File: src/touch_scan_pkg.sv
// constants, state and code types for the touch scan sequencer
// assumes a 40 MHz system clock; the panel oscillator is modelled
// as a half-cycle enable derived from that clock
package touch_scan_pkg;

	// ----------------------------------------------------------
	// clock rates
	// ----------------------------------------------------------
	localparam int CLK_HZ = 40_000_000;
	localparam int OSC_HZ = 4_000_000;
	localparam int HALF_DIV = CLK_HZ / (2 * OSC_HZ);
	localparam int DIV_W = 8;

	// ----------------------------------------------------------
	// overheads, in oscillator half cycles or whole cycles
	// ----------------------------------------------------------
	localparam int CNT_W = 16;
	localparam logic [CNT_W-1:0] START_RED_HALF = 16'h0005;
	localparam logic [CNT_W-1:0] START_FULL_HALF = 16'h0007;
	localparam logic [CNT_W-1:0] STAGE_OVH_CYC = 16'h000a;
	localparam logic [CNT_W-1:0] CONV_OVH_CYC = 16'h0003;
	localparam logic [CNT_W-1:0] CONV_EXTRA_CLK = 16'h0002;
	localparam logic [CNT_W-1:0] RES_HI_BITS = 16'h000c;
	localparam logic [CNT_W-1:0] RES_LO_BITS = 16'h000a;

	// ----------------------------------------------------------
	// filter processing delays, high / low resolution
	// ----------------------------------------------------------
	localparam logic [5:0] FILTER_PROCESSING_DELAY_NONE = 6'h02;
	localparam logic [5:0] FILTER_PROCESSING_DELAY_M37_HI = 6'h1c;
	localparam logic [5:0] FILTER_PROCESSING_DELAY_M37_LO = 6'h18;
	localparam logic [5:0] FILTER_PROCESSING_DELAY_M7W3_HI = 6'h1f;
	localparam logic [5:0] FILTER_PROCESSING_DELAY_M7W3_LO = 6'h1b;
	localparam logic [5:0] FILTER_PROCESSING_DELAY_M15_HI = 6'h1f;
	localparam logic [5:0] FILTER_PROCESSING_DELAY_M15_LO = 6'h1d;
	localparam logic [5:0] FILTER_PROCESSING_DELAY_M15W3_HI = 6'h22;
	localparam logic [5:0] FILTER_PROCESSING_DELAY_M15W3_LO = 6'h20;
	localparam logic [5:0] FILTER_PROCESSING_DELAY_M15W7_HI = 6'h26;
	localparam logic [5:0] FILTER_PROCESSING_DELAY_M15W7_LO = 6'h24;

	// ----------------------------------------------------------
	// command codes, modes, measurement slots
	// ----------------------------------------------------------
	localparam logic [3:0] FUNC_FULL = 4'h0;
	localparam logic [3:0] FUNC_REDUCED = 4'h1;
	localparam logic [1:0] MODE_SELF = 2'h1;
	localparam logic [1:0] MODE_HOST = 2'h2;
	localparam int DATA_W = 12;
	localparam logic [2:0] NMEAS_FULL = 3'h7;
	localparam logic [2:0] NMEAS_RED = 3'h1;

	typedef enum logic [2:0] {
		M_X1 = 3'h0, M_X2 = 3'h1, M_IX = 3'h2, M_Y1 = 3'h3,
		M_Y2 = 3'h4, M_IY = 3'h5, M_Z1 = 3'h6, M_Z2 = 3'h7
	} meas_t;

	typedef enum logic [1:0] {
		DRV_NONE = 2'h0, DRV_Y = 2'h1, DRV_X = 2'h2, DRV_Z = 2'h3
	} drive_t;

	typedef enum logic [2:0] {
		S_IDLE = 3'b000, S_START = 3'b001, S_PRE = 3'b011,
		S_SNS = 3'b010, S_SETTLE = 3'b110, S_CONV = 3'b111,
		S_PROC = 3'b101, S_LOAD = 3'b100
	} state_t;

endpackage : touch_scan_pkg

File: src/touch_scan_sequencer.sv
// touch scan sequencer: pen or host started panel scans
// assumes an external converter and filter; timing runs on a
// half-cycle enable of the internal oscillator
`timescale 1ns/1ps

module touch_scan_sequencer
	import touch_scan_pkg::*;
(
	input wire logic clk,
	input wire logic rstn,
	input wire logic pen_start_mode_bit,
	input wire logic [1:0] touch_scan_mode_select,
	input wire logic pen_interrupt_config,
	input wire logic scan_cmd_valid,
	input wire logic [3:0] scan_cmd_code,
	input wire logic res_12bit,
	input wire logic [1:0] median_sel,
	input wire logic [1:0] window_sel,
	input wire logic [7:0] panel_settle_time,
	input wire logic [7:0] precharge_time,
	input wire logic [7:0] touch_sense_time,
	input wire logic [3:0] adc_clk_ratio,
	input wire logic touch_sense_n,
	input wire logic [DATA_W-1:0] filter_result,
	output logic touch_data_avail_out,
	output logic pen_touch,
	output logic osc_run,
	output logic ym_gnd,
	output logic xp_pullup_en,
	output logic precharge_en,
	output logic [1:0] drive_sel,
	output logic adc_power,
	output logic sample_take,
	output logic [2:0] meas_sel,
	output logic data_ready,
	output logic busy,
	output logic [DATA_W-1:0] x1_out,
	output logic [DATA_W-1:0] x2_out,
	output logic [DATA_W-1:0] x_current_coord,
	output logic [DATA_W-1:0] y1_out,
	output logic [DATA_W-1:0] y2_out,
	output logic [DATA_W-1:0] y_current_coord,
	output logic [DATA_W-1:0] pressure_first,
	output logic [DATA_W-1:0] pressure_second
);

	// ----------------------------------------------------------
	// declarations
	// ----------------------------------------------------------
	state_t state_q, state_d;
	logic [DIV_W-1:0] div_q;
	logic [CNT_W-1:0] cnt_q, cnt_d;
	logic [4:0] conv_cnt_q;
	logic [2:0] idx_q;
	logic full_q;
	logic [3:0] code_q;
	logic code_ok_q;
	logic [2:0] sync_q;
	logic pen_touch_q;
	logic avail_q;
	logic dav_q;
	logic ready_q;
	logic take_q;
	logic [DATA_W-1:0] tmp_q [8];
	logic [DATA_W-1:0] vis_q [8];

	// ----------------------------------------------------------
	// oscillator half-cycle enable
	// ----------------------------------------------------------
	wire half_tick = osc_run && (div_q == DIV_W'(HALF_DIV - 1));

	always_ff @(posedge clk or negedge rstn) begin
		if (!rstn)
			div_q <= '0;
		else if (!osc_run || half_tick)
			div_q <= '0;
		else
			div_q <= div_q + 1'b1;
	end

	// ----------------------------------------------------------
	// touch pin synchroniser and pen touch
	// ----------------------------------------------------------
	always_ff @(posedge clk or negedge rstn) begin
		if (!rstn) begin
			sync_q <= 3'h7;
			pen_touch_q <= 1'b0;
		end else begin
			sync_q <= {sync_q[1:0], touch_sense_n};
			if (xp_pullup_en && (sync_q[1] == sync_q[2]))
				pen_touch_q <= ~sync_q[2];
		end
	end
	assign pen_touch = pen_touch_q;

	// ----------------------------------------------------------
	// filter sizing
	// ----------------------------------------------------------
	wire m_one = (median_sel == 2'h0);
	wire w_3 = (window_sel == 2'h1);
	wire w_7 = (window_sel == 2'h2);
	// invalid combinations fall back to median only
	wire m7w3 = (median_sel == 2'h2) && w_3;
	wire m15w3 = (median_sel == 2'h3) && w_3;
	wire m15w7 = (median_sel == 2'h3) && w_7;
	wire [4:0] n_avg = (window_sel == 2'h0) ? 5'h01 :
		(window_sel == 2'h1) ? 5'h04 :
		(window_sel == 2'h2) ? 5'h08 : 5'h10;
	wire [4:0] n_med = (median_sel == 2'h1) ? 5'h03 :
		(median_sel == 2'h2) ? 5'h07 : 5'h0f;
	wire [4:0] n_conv = m_one ? n_avg : n_med;
	wire [5:0] filter_processing_delay = m_one ? FILTER_PROCESSING_DELAY_NONE :
		m15w7 ? (res_12bit ? FILTER_PROCESSING_DELAY_M15W7_HI : FILTER_PROCESSING_DELAY_M15W7_LO) :
		m15w3 ? (res_12bit ? FILTER_PROCESSING_DELAY_M15W3_HI : FILTER_PROCESSING_DELAY_M15W3_LO) :
		(median_sel == 2'h3) ? (res_12bit ? FILTER_PROCESSING_DELAY_M15_HI : FILTER_PROCESSING_DELAY_M15_LO) :
		m7w3 ? (res_12bit ? FILTER_PROCESSING_DELAY_M7W3_HI : FILTER_PROCESSING_DELAY_M7W3_LO) :
		(res_12bit ? FILTER_PROCESSING_DELAY_M37_HI : FILTER_PROCESSING_DELAY_M37_LO);

	// ----------------------------------------------------------
	// interval lengths in half cycles
	// ----------------------------------------------------------
	wire [CNT_W-1:0] res_bits = res_12bit ? RES_HI_BITS : RES_LO_BITS;
	wire [CNT_W-1:0] conv_cyc = CNT_W'((res_bits + CONV_EXTRA_CLK) *
		{12'h000, adc_clk_ratio}) + CONV_OVH_CYC;
	wire [CNT_W-1:0] conv_half = {conv_cyc[CNT_W-2:0], 1'b0};
	wire [CNT_W-1:0] settle_half = {7'h00, panel_settle_time, 1'b0} +
		{STAGE_OVH_CYC[CNT_W-2:0], 1'b0};
	wire [CNT_W-1:0] pre_half = {7'h00, precharge_time, 1'b0};
	wire [CNT_W-1:0] sns_half = {7'h00, touch_sense_time, 1'b0};
	wire [CNT_W-1:0] filter_processing_delay_half = {9'h000, filter_processing_delay, 1'b0};
	wire cnt_done = (cnt_q == '0) ||
		(half_tick && (cnt_q == CNT_W'(1)));

	// ----------------------------------------------------------
	// scan order: y stage, x stage, then pressure stage in full scans only
	// ----------------------------------------------------------
	wire [2:0] last_idx = full_q ? NMEAS_FULL : NMEAS_RED;
	wire [2:0] cur_meas = !full_q ? (idx_q[0] ? M_IX : M_IY) :
		(idx_q == 3'h0) ? M_Y1 : (idx_q == 3'h1) ? M_Y2 :
		(idx_q == 3'h2) ? M_IY : (idx_q == 3'h3) ? M_X1 :
		(idx_q == 3'h4) ? M_X2 : (idx_q == 3'h5) ? M_IX :
		(idx_q == 3'h6) ? M_Z1 : M_Z2;
	wire stage_end = !full_q || (idx_q == 3'h2) || (idx_q == 3'h5);
	wire [1:0] stage_drv = (cur_meas >= M_Z1) ? DRV_Z :
		(cur_meas >= M_Y1) ? DRV_Y : DRV_X;
	wire last_conv = (conv_cnt_q + 5'h01) == n_conv;

	// ----------------------------------------------------------
	// start requests
	// ----------------------------------------------------------
	wire cmd_good = (scan_cmd_code == FUNC_FULL) ||
		(scan_cmd_code == FUNC_REDUCED);
	wire self_start = (touch_scan_mode_select == MODE_SELF) &&
		pen_start_mode_bit && code_ok_q && pen_touch_q;
	wire host_start = (touch_scan_mode_select == MODE_HOST) &&
		scan_cmd_valid && cmd_good;
	wire start_full = host_start ? (scan_cmd_code == FUNC_FULL) :
		(code_q == FUNC_FULL);

	always_ff @(posedge clk or negedge rstn) begin
		if (!rstn) begin
			code_q <= FUNC_FULL;
			code_ok_q <= 1'b0;
		end else if (scan_cmd_valid) begin
			code_q <= scan_cmd_code;
			code_ok_q <= cmd_good;
		end
	end

	// ----------------------------------------------------------
	// sequencer
	// ----------------------------------------------------------
	always_comb begin
		state_d = state_q;
		cnt_d = (half_tick && cnt_q != '0) ? cnt_q - 1'b1 : cnt_q;
		case (state_q)
		S_IDLE: begin
			if (self_start || host_start) begin
				state_d = S_START;
				cnt_d = start_full ? START_FULL_HALF :
					START_RED_HALF;
			end
		end
		S_START: begin
			if (cnt_done) begin
				state_d = S_PRE;
				cnt_d = pre_half;
			end
		end
		S_PRE: begin
			if (cnt_done) begin
				state_d = S_SNS;
				cnt_d = sns_half;
			end
		end
		S_SNS: begin
			if (cnt_done && !pen_touch_q)
				state_d = S_IDLE;
			else if (cnt_done) begin
				state_d = S_SETTLE;
				cnt_d = settle_half;
			end
		end
		S_SETTLE: begin
			if (cnt_done) begin
				state_d = S_CONV;
				cnt_d = conv_half;
			end
		end
		S_CONV: begin
			if (cnt_done && last_conv) begin
				state_d = S_PROC;
				cnt_d = filter_processing_delay_half;
			end else if (cnt_done)
				cnt_d = conv_half;
		end
		S_PROC: begin
			if (cnt_done && idx_q == last_idx)
				state_d = S_LOAD;
			else if (cnt_done && stage_end) begin
				state_d = S_PRE;
				cnt_d = pre_half;
			end else if (cnt_done) begin
				state_d = S_CONV;
				cnt_d = conv_half;
			end
		end
		S_LOAD: state_d = S_IDLE;
		default: state_d = S_IDLE;
		endcase
	end

	always_ff @(posedge clk or negedge rstn) begin
		if (!rstn) begin
			state_q <= S_IDLE;
			cnt_q <= '0;
		end else begin
			state_q <= state_d;
			cnt_q <= cnt_d;
		end
	end

	always_ff @(posedge clk or negedge rstn) begin
		if (!rstn) begin
			full_q <= 1'b0;
			idx_q <= '0;
			conv_cnt_q <= '0;
		end else if (state_q == S_IDLE) begin
			full_q <= start_full;
			idx_q <= '0;
			conv_cnt_q <= '0;
		end else if (state_q == S_CONV && cnt_done) begin
			conv_cnt_q <= last_conv ? 5'h00 : conv_cnt_q + 5'h01;
		end else if (state_q == S_PROC && cnt_done) begin
			idx_q <= idx_q + 3'h1;
		end
	end

	// ----------------------------------------------------------
	// temporary and visible result registers
	// ----------------------------------------------------------
	always_ff @(posedge clk or negedge rstn) begin
		if (!rstn) begin
			tmp_q <= '{default: '0};
			vis_q <= '{default: '0};
		end else begin
			if (state_q == S_PROC && cnt_done)
				tmp_q[cur_meas] <= filter_result;
			if (state_q == S_LOAD)
				vis_q <= tmp_q;
		end
	end

	always_ff @(posedge clk or negedge rstn) begin
		if (!rstn) begin
			avail_q <= 1'b0;
			dav_q <= 1'b1;
			ready_q <= 1'b0;
			take_q <= 1'b0;
		end else begin
			if (state_q == S_LOAD)
				avail_q <= 1'b1;
			else if (state_q == S_START)
				avail_q <= 1'b0;
			dav_q <= pen_interrupt_config ? ~pen_touch_q : ~avail_q;
			ready_q <= (state_q == S_LOAD);
			take_q <= (state_q == S_CONV) && cnt_done;
		end
	end

	// ----------------------------------------------------------
	// outputs
	// ----------------------------------------------------------
	wire driving = (state_q == S_SETTLE) || (state_q == S_CONV) ||
		(state_q == S_PROC);
	assign osc_run = (state_q != S_IDLE);
	assign ym_gnd = (state_q == S_IDLE) || (state_q == S_PRE) ||
		(state_q == S_SNS);
	assign xp_pullup_en = (state_q == S_IDLE) || (state_q == S_PRE) ||
		(state_q == S_SNS);
	assign precharge_en = (state_q == S_PRE);
	assign drive_sel = driving ? stage_drv : DRV_NONE;
	assign adc_power = (state_q == S_CONV);
	assign meas_sel = cur_meas;
	assign busy = osc_run;
	assign touch_data_avail_out = dav_q;
	assign data_ready = ready_q;
	assign sample_take = take_q;
	assign x1_out = vis_q[M_X1];
	assign x2_out = vis_q[M_X2];
	assign x_current_coord = vis_q[M_IX];
	assign y1_out = vis_q[M_Y1];
	assign y2_out = vis_q[M_Y2];
	assign y_current_coord = vis_q[M_IY];
	assign pressure_first = vis_q[M_Z1];
	assign pressure_second = vis_q[M_Z2];
endmodule : touch_scan_sequencer

File: config.mk
export PLATFORM = sky130hd
export DESIGN_NAME = touch_scan_sequencer
export DESIGN_NICKNAME = d
export VERILOG_FILES = /design/src/touch_scan_pkg.sv /design/src/touch_scan_sequencer.sv
export SDC_FILE = /design/constraint.sdc
export NUM_CORES = 1
export LEC_CHECK = 0
export ABC_AREA = 1
export ABC_CLOCK_PERIOD_IN_PS = 4220
export BUFFER_PORTS_ARGS = -buffer_cell sky130_fd_sc_hd__clkbuf_2
export CORE_ASPECT_RATIO = 0.9
export CORE_UTILIZATION = 35
export DETAILED_ROUTE_END_ITERATION = 10
export PLACE_DENSITY_LB_ADDON = 0.15
export SYNTH_ARGS = -nofsm -noshare
export SYNTH_HDL_FRONTEND = slang
export SYNTH_SLANG_ARGS = --single-unit
File: constraint.sdc
create_clock -name clk -period 4.22 [get_ports clk]
set_input_delay 0.422 -clock clk [delete_from_list [all_inputs] [get_ports clk]]
set_output_delay 0.422 -clock clk [all_outputs]
set_load 0.05 [all_outputs]
### Yosys cells after proc, flatten, opt, wreduce, memory -nomap -nowiden

Cells that the tools add are included.
W data, S select, Z words.

* multipliers: 1
* bitwise gates (word level): 4
* reduce and logical (&&, ||, !) cells: 46
* add/sub/neg operators: 7
* mux-type cells: 66
* equal/unequal tests: 32
* shift operators: 0
* $lt $le $gt $ge: 4
* div/mod/pow operators: 0

Operators by type and width (number)
* $mux W16: 10
* $pmux W16 S7: 1
* $bwmux W96: 1
* $mux W3: 26
* $demux W12 S3: 1
* $mux W5: 7
* $pmux W3 S8: 1
* $eq A3 B3 Y1 const B: 7
* $logic_and A1 B1 Y1: 19
* $mux W6: 3
* $eq A16 B1 Y1 const B: 1
* $logic_not A16 Y1: 1
* $reduce_bool A16 Y1: 1
* $sub A16 B1 Y16 const B: 1
* $mux W2: 7
* $eq A3 B2 Y1 const B: 4
* $mux W12: 1
* $add A9 B2 Y10 const B: 1
* $add A9 B5 Y10 const B: 1
* $logic_or A1 B1 Y1: 10
* $mul A5 B4 Y9: 1
* $add A8 B1 Y8 const B: 1
* $eq A2 B2 Y1 const B: 4
* $eq A8 B3 Y1 const B: 1
* 29 further kinds: 49

* memory bits (read-only): 0
* RAM bits: 0
* logic and storage cells: 190
* memories: 0
* register bits: 241
* bits in latches: 0

### Logic depth before layout (Yosys ltp)

Gate-level depths: netlist of the first run.

* word-level depth: 15
* mapped depth: 17
* depth with buffers taken out: 17

### Worst setup path after synthesis of the first run

OpenSTA, ideal clock, no wires.

* kind: register to output
* start point: reg idx_q[0]
* end point: out drive_sel[0]
* buffers on the path: 0
* path slack: 1.280 ns
* stages on the path, launching flop included: 10
* arrival: 2.518 ns
* path through: dfrtp_1 -> inv_1 -> ha_1 -> a21oi_2 -> inv_2 -> o21ai_4 -> inv_2 -> o21ai_0 -> inv_1 -> nor2_1

* elaborated cells between the ends (all ways): 21

RTL lines
* start: declaration: line touch_scan_sequencer.sv:54 `logic [2:0] idx_q;`
* start signal: assignment: line touch_scan_sequencer.sv:255 `idx_q <= idx_q + 3'h1;`
* $eq A3 B3 Y1: line touch_scan_sequencer.sv:141 `(idx_q == 3'h4) ? M_X2 : (idx_q == 3'h5) ? M_IX :`
* $mux W3 (2 in a row): line touch_scan_sequencer.sv:141
* $mux W3 (2 in a row): line touch_scan_sequencer.sv:140 `(idx_q == 3'h2) ? M_IY : (idx_q == 3'h3) ? M_X1 :`
* $mux W3 (2 in a row): line touch_scan_sequencer.sv:139 `(idx_q == 3'h0) ? M_Y1 : (idx_q == 3'h1) ? M_Y2 :`
* $mux W3 (*): line touch_scan_sequencer.sv:138 `wire [2:0] cur_meas = !full_q ? (idx_q[0] ? M_IX : M_IY) :`
* net meas_sel[2]: line touch_scan_sequencer.sv:34 `output logic [2:0] meas_sel,`
* $ge A3 B2 Y1: line touch_scan_sequencer.sv:145 `(cur_meas >= M_Y1) ? DRV_Y : DRV_X;`
* $mux W2: line touch_scan_sequencer.sv:145
* $mux W2 (*): line touch_scan_sequencer.sv:144 `wire [1:0] stage_drv = (cur_meas >= M_Z1) ? DRV_Z :`
* $mux W2 (*): line touch_scan_sequencer.sv:302 `assign drive_sel = driving ? stage_drv : DRV_NONE;`
* end: declaration: line touch_scan_sequencer.sv:31 `output logic [1:0] drive_sel,`

Mark *: on every way through the listed nets, which the timed path passes. The rest lies on a longest branch.

### Final worst setup path of the first run

* start point: reg idx_q[0]
* end point: out drive_sel[0]

* longest elaborated chain between the ends: 13
* elaborated cells between the ends (all ways): 21

Ends and longest elaborated chain
* $eq A3 B3 Y1: line touch_scan_sequencer.sv:142 `(idx_q == 3'h6) ? M_Z1 : M_Z2;`
* $mux W1: line touch_scan_sequencer.sv:142
* $mux W3 (2 in a row): line touch_scan_sequencer.sv:141
* $mux W3 (2 in a row): line touch_scan_sequencer.sv:140
* $mux W3 (2 in a row): line touch_scan_sequencer.sv:139
* $mux W3 (*): line touch_scan_sequencer.sv:138
* $ge A3 B2 Y1: line touch_scan_sequencer.sv:145
* $mux W2: line touch_scan_sequencer.sv:145
* $mux W2 (*): line touch_scan_sequencer.sv:144
* $mux W2 (*): line touch_scan_sequencer.sv:302

Mark *: on every way between the ends. The rest lies on a longest branch, timed or not.

==> results of run 1 <==
## metal layers
layer  vias to the layer above  global-route usage (%)
met5                         -                       0
met4                         0                    4.81
met3                        49                    3.78
met2                       203                    30.1
met1                      4793                    28.7
li1                       5060                       -
## power breakdown
group	leakage, uW	internal [uW]	switching [uW]
registers	0.00274	2320	1.93
logic	0.00445	63.4	165
clock network	0.000440	1420	936
total	0.00763	3800	1100
## final cells by class
class | count | area, um2 | area share [%]
flip-flops and latches | 241 | 6040 | 42.9
inverters | 126 | 473 | 3.36
clock inverters | 7 | 96.3 | 0.684
well taps | 455 | 569 | 4.04
clock buffers | 41 | 798 | 5.67
multi-input cells | 1078 | 5170 | 36.7
repair buffers | 179 | 938 | 6.67
## cells by family (layout without fill, tap and decap cells)
kind of cell | Yosys count | after routing
and+or+nand+nor | 844 | 844
DFF | 241 | 241
AOI/OAI and AO/OA | 185 | 185
buffers and inverters | 176 | 353
adders and majority gates | 27 | 27
xor gates and xnor gates | 21 | 21
muxes | 1 | 1
## sequential cells by signal, summed over array words and instances (netlist names), 4 cells and up
signal	count
y2_out	12
code_q	4
x1_out	12
div_q	8
tmp_q	96
pressure_second	12
x2_out	12
conv_cnt_q	5
pressure_first	12
cnt_q	16
y_current_coord	12
x_current_coord	12
y1_out	12
## critical path, stage by stage (launching register included)
cell and delay, ns:
dfrtp_1 0.48, inv_1 0.14, ha_1 0.23, inv_1 0.06, nor2_1 0.03, inv_1 0.09, nand3_1 0.10, nand2_2 0.13
nand2_2 0.17, o21ai_0 0.37, inv_1 0.08, nor2_1 0.18, clkbuf_2 0.31
## layout by cell type, fill, tap and decap left out, drive strengths merged, types with 3 or more instances in the layout
master | Yosys | final
a21oi | 18 | 18
o211ai | 9 | 9
ha | 26 | 26
clkinv | 0 | 4
nand4 | 18 | 18
clkbuf | 19 | 207
o21ai | 143 | 143
inv | 126 | 127
xor2 | 15 | 15
nor2 | 89 | 89
nand3b | 3 | 3
buf | 31 | 12
nand2 | 630 | 630
or2 | 5 | 5
nand3 | 79 | 79
dfrtp | 237 | 237
xnor2 | 6 | 6
nor3 | 13 | 13
dfstp | 4 | 4
## per-stage QoR
| step | area (um2) | power, uW | setup WS (ns) | hold WS (ns) | util [%] |
|---|---|---|---|---|---|
| floorplan | 12000 | 2460 | 1.28 | 0.126 | - |
| global placement | 13200 | 2590 | 1.24 | 0.347 | 39.6 |
| detailed placement | 13200 | 2600 | 1.08 | 0.347 | 39.6 |
| CTS | 14100 | 4980 | 0.841 | 0.00595 | 42.3 |
| global route | 14100 | 5100 | 0.699 | 0.0264 | 42.3 |
| finish | 14100 | 4910 | 0.883 | -0.0478 | 42.3 |
## how the worst max path moves through the flow
stage / startpoint / end / cells past startpoint
4_1_cts: idx_q[0]$_DFFE_PN0P_ / drive_sel[0] / 10
6_report: idx_q[0]$_DFFE_PN0P_ / drive_sel[0] / 12
3_5_place_dp: cnt_q[0]$_DFF_PN0_ / tmp_q[63]$_DFFE_PN0P_ / 10
3_3_place_gp: cnt_q[0]$_DFF_PN0_ / tmp_q[68]$_DFFE_PN0P_ / 10
5_1_grt: idx_q[0]$_DFFE_PN0P_ / drive_sel[0] / 12
2_1_floorplan: idx_q[0]$_DFFE_PN0P_ / drive_sel[0] / 9
==> results.json, run 1 <==
{
  "top_layer": "met4",
  "synth_cells": 1495,
  "period_needed_ns": 3.34,
  "drc_errors": 0,
  "wl_mm": 34.0,
  "ys_warn_count": 0,
  "ir_worst_vdd_mv": 0.289,
  "crit_path_end_kind": "output port",
  "ff2ff_setup_slack_ns": 1.13,
  "die_area_um2": 34900,
  "place.port_buffers": 167,
  "synth-simple-area-share_pct": 30.1,
  "violations": "hold timing",
  "ys_top_cells_by_count": "nand2_1 (619), dfrtp_1 (237), inv_1 (115)",
  "worstSetupStartpointType": "register",
  "final_layout_size_suffix_gt1_share_pct": 16.4,
  "synth_top_area_share_pct": 49.6,
  "synth_xor_area_share_pct": 1.54,
  "ctsResizeCount": 0,
  "max_freq_mhz": 300,
  "async_reset_ff_share_pct": 100,
  "clk_latency_ns": 0.54,
  "syn_to_final_growth_pct": 17.6,
  "cts_tree": "yes",
  "rr_endpoint": "tmp_q[63]$_DFFE_PN0P_",
  "wl_per_cell_um": 16.0,
  "run_status": "complete, but fails checks",
  "place.gp.congestion": 0.904,
  "grt_util_all_layers_pct": 19.7,
  "nNetsFinal": 1737,
  "setup_viol": 0,
  "synth_top_cells_by_area": "dfrtp_1 (50%), nand2_1 (19%), inv_1 (3.6%), nand3_1 (3.2%), o21ai_0 (3.0%)",
  "dpl.cell_count": 2078,
  "coreArea_um2": 33300,
  "start_util_pct": 36.0,
  "clk_pin_slew_ns": 0.06,
  "skew_ns": 0.0289,
  "rsz0062_at_grt": "no",
  "hold_path_class": "input port to async pin",
  "rr_worst_depth": 10,
  "numCtsBuffers": 27,
  "synthMuxAreaShare_pct": 0.0836,
  "wl_met1_mm": 16.7,
  "synth_area_um2": 12000,
  "layoutNonFillerInstCount": 2127,
  "hold_buffers": 1,
  "maxCapViolCount": 0,
  "die_y_um": 177,
  "postCtsSetupRepairBufs": 0,
  "worstReg2RegStart": "cnt_q[0]$_DFF_PN0_",
  "fin_crit_sh_pct": 79.1,
  "worstMarginPinSlew_ns": 0.935,
  "antenna_found_initial": 0,
  "ys_ff_latch": 241,
  "whs_ns": -0.0478,
  "root_buffer": "clkbuf_16",
  "antenna_left": 0,
  "route.met2.wl_mm": 14.8,
  "io_pins": 168,
  "finalSetupTns_ns": 0,
  "post_drt_via_cell_ratio": 4.75,
  "nFillCells": 3508,
  "cp.required_ns": 3.80,
  "power_leakage_uw": 0.00763,
  "antenna_cells": 0,
  "clock_path_buffers": 3,
  "synth_top_family_by_area": "simple AND/OR/NAND/NOR gates",
  "grt_pass1_vias": 9786,
  "dr_wl_met3_mm": 1.79,
  "hold_viol_final": 36,
  "rows": 63,
  "max-slew-margin-rel_pct": 37.4,
  "yosys.area.top_type": "dfrtp_1",
  "synth_top_flop_cell": "dfrtp_1",
  "crit_type": "register to output port",
  "grt_start_max_net_pins": 112,
  "yosysUniqueCellTypes": 56,
  "synth_compound_area_share_pct": 8.53,
  "syn_nets": 1579,
  "first_pass_iters": 5,
  "ys_seq_area_share_pct": 50.4,
  "synth-edff-count": 0,
  "dp_hpwl_mm": 23.9,
  "cp.arrival_ns": 2.92,
  "drt_iter0_drc": 614,
  "dieWidth_um": 197,
  "grt_pass1_wl_mm": 54.3,
  "num_vias": 10100,
  "slew_viol_final": 0,
  "h-tree-depth": 1,
  "syn_area_per_cell_um2": 8.01,
  "crit_fanout": 8,
  "cts_sinks": 241,
  "powerDensity_nw_per_um2": 349,
  "yosysMostFrequentCell": "nand2_1",
  "synth_fa_ha_area_share_pct": 2.89,
  "grt-ovfl-total": 0
}
Power figures use the tool's default switching activity.
==> inputs of run 2 (changes only) <==
--- a/config.mk
+++ b/config.mk
@@ -6,7 +6,7 @@
 export NUM_CORES = 1
 export LEC_CHECK = 0
 export ABC_AREA = 1
-export ABC_CLOCK_PERIOD_IN_PS = 4220
+export ABC_CLOCK_PERIOD_IN_PS = 3280
 export BUFFER_PORTS_ARGS = -buffer_cell sky130_fd_sc_hd__clkbuf_2
 export CORE_ASPECT_RATIO = 0.9
 export CORE_UTILIZATION = 35
==> constraint.sdc (replaced) <==
create_clock -name clk -period 3.28 [get_ports clk]
set_input_delay 0.328 -clock clk [delete_from_list [all_inputs] [get_ports clk]]
set_output_delay 0.328 -clock clk [all_outputs]
set_load 0.05 [all_outputs]
==> run 2 against run 1 <==
Compared with the run above: the flow now finishes without violations; critical path depth fell by 2; combinational power rose by 31%; sequential cell count did not move; power rose by 32%; largest cell class unchanged; highest routed layer unchanged.
==> results.json, run 2 (synthesis gave the netlist of run 1 again) <==
{
  "run_status": "completed",
  "clk_pin_slew_ns": 0.06,
  "rows": 63,
  "dpl.cell_count": 2083,
  "grt_start_max_net_pins": 107,
  "seq_power_share_pct": 46.3,
  "coreArea_um2": 33300,
  "slew_viol_final": 0,
  "rsz0062_at_grt": "no",
  "rr_worst_depth": 13,
  "switching_power_uw": 1450,
  "numCtsBuffers": 29,
  "power_leakage_uw": 0.00771,
  "max_freq_mhz": 325,
  "crit_path_end_kind": "output port",
  "crit_type": "register to output port",
  "nNetsFinal": 1746,
  "final_layout_size_suffix_gt1_share_pct": 17.0,
  "hold_path_class": "input port to register",
  "die_area_um2": 34900,
  "holdPathEnd": "code_q[3]$_DFFE_PN0P_",
  "grt_pass1_wl_mm": 54.5,
  "final_cell_mix": "nand2_1 (619), dfrtp_1 (236), clkbuf_2 (165), inv_1 (115), nor2_1 (78)",
  "p_int_uw": 5010,
  "holdPathStages": 3,
  "max-slew-margin-rel_pct": 39.1,
  "start_util_pct": 36.0,
  "switching_share_pct": 22.5,
  "place.port_buffers": 167,
  "crit_fanout": 8,
  "dp_hpwl_mm": 23.7,
  "post_drt_via_cell_ratio": 4.85,
  "powerDensity_nw_per_um2": 454,
  "largest-register": "tmp_q",
  "antenna_left": 0,
  "startpoint": "idx_q[0]$_DFFE_PN0P_",
  "worstReg2RegStart": "cnt_q[8]$_DFF_PN0_",
  "place.gp.congestion": 0.889,
  "p_clk_share_pct": 49.1,
  "largest_reg_flops": 96,
  "cp.arrival_ns": 2.75,
  "first_pass_iters": 8,
  "final_common_cell": "nand2_1",
  "finalSetupTns_ns": 0,
  "grt_pass1_vias": 9784,
  "clock_path_buffers": 3,
  "grt-ovfl-total": 0,
  "maxCapViolCount": 0,
  "cts_tree": "yes",
  "grt_util_all_layers_pct": 19.8,
  "io_pins": 168,
  "wl_per_cell_um": 16.0,
  "comb_power_share_pct": 4.7,
  "fin_crit_sh_pct": 93.9,
  "ff2ff_setup_slack_ns": 0.65,
  "worstHoldStart": "scan_cmd_code[3]",
  "rr_endpoint": "cnt_q[5]$_DFF_PN0_",
  "ir_worst_vdd_mv": 0.344,
  "wl_mm": 34.2,
  "die_y_um": 177,
  "reg_top3": "tmp_q: 96 flops, cnt_q: 16 flops",
  "setup_viol": 0,
  "antenna_found_initial": 1,
  "cts_sinks": 241,
  "drc_errors": 0,
  "hold_viol_final": 0,
  "layoutNonFillerInstCount": 2136,
  "root_buffer": "clkbuf_16",
  "cp.required_ns": 2.95,
  "skew_ns": 0.0177,
  "syn_to_final_growth_pct": 19.0,
  "period_needed_ns": 3.08,
  "clk_latency_ns": 0.54,
  "worstMarginPinSlew_ns": 0.910,
  "dieWidth_um": 197,
  "num_vias": 10400,
  "h-tree-depth": 1,
  "worstSetupStartpointType": "register",
  "drt_iter0_drc": 759,
  "antenna_cells": 0
}
run 2: changes by cell type in the layout (fill, tap and decap cells not counted), sizes merged:
cell,change
dlygate4sd3,+2
clkinv,+4
buf,+5
clkinvlp,+1
clkbuf,-4
bufinv,+1
run 2: timing repair:
item / CTS / global route
hold buffers: 3 / 0
setup buffers: 0 / 0
gates resized for setup: 0 / 4
hold endpoints to repair: 82 / 0
endpoints found under the setup margin: 0 / 2
run 2: metrics by stage:
step | utilization (%) | cell area (um2) | setup slack [ns] | hold WS [ns] | power (uW)
2_1_floorplan | - | 12000 | 0.434 | 0.0324 | 3160
3_3_place_gp | 39.9 | 13300 | 0.514 | 0.350 | 3340
3_5_place_dp | 39.9 | 13300 | 0.492 | 0.348 | 3350
4_1_cts | 42.8 | 14200 | 0.0520 | 0.0110 | 6570
5_1_grt | 42.8 | 14200 | 0.0159 | 0.0302 | 6700
6_report | 42.8 | 14200 | 0.200 | 0.0341 | 6460
run 2: area by class of cell:
| class | instances | area, um2 |
|---|---|---|
| Sequential cell | 241 | 6040 |
| Inverter | 126 | 473 |
| Tap cell | 455 | 569 |
| Clock buffer | 37 | 796 |
| Clock inverter | 13 | 154 |
| Timing Repair Buffer | 186 | 1050 |
| Multi-Input combinational cell | 1078 | 5170 |
| Fill cell | 3444 | 19000 |
run 2: metal layers:
layer  track usage, %  up-vias  wire [um]
li1                 -     5099          -
met1             29.3     4954      16800
met2             31.1      264      15100
met3             2.72       43       1880
met4             3.59        0        490
met5                0        -          0
run 2: worst max-delay path by stage:
stage / endpoint / slack (ns) / depth (start not counted)
floorplan: drive_sel[0] / 0.43 / 9
global placement: cnt_q[8]$_DFF_PN0_ / 0.51 / 17
detailed placement: cnt_q[8]$_DFF_PN0_ / 0.49 / 17
CTS: drive_sel[0] / 0.05 / 10
global route: drive_sel[1] / 0.02 / 10
finish: drive_sel[1] / 0.20 / 10
run 2: critical path: stages (launching register included):
cell	delay (ns)
dfrtp_2	0.46
ha_1	0.22
ha_1	0.19
a21oi_1	0.12
nand3_1	0.10
nand2_2	0.13
nand2_2	0.19
inv_2	0.10
nand2_1	0.08
a21oi_1	0.29
clkbuf_2	0.34
run 2: power by group through the flow:
stage	sequential [uW]	clock (uW)	combinational, uW
global placement	3040	0	302
detailed placement	3040	0	304
global route	2990	3370	343
CTS	2990	3270	309
finish	2990	3170	301
floorplan	3050	0	115
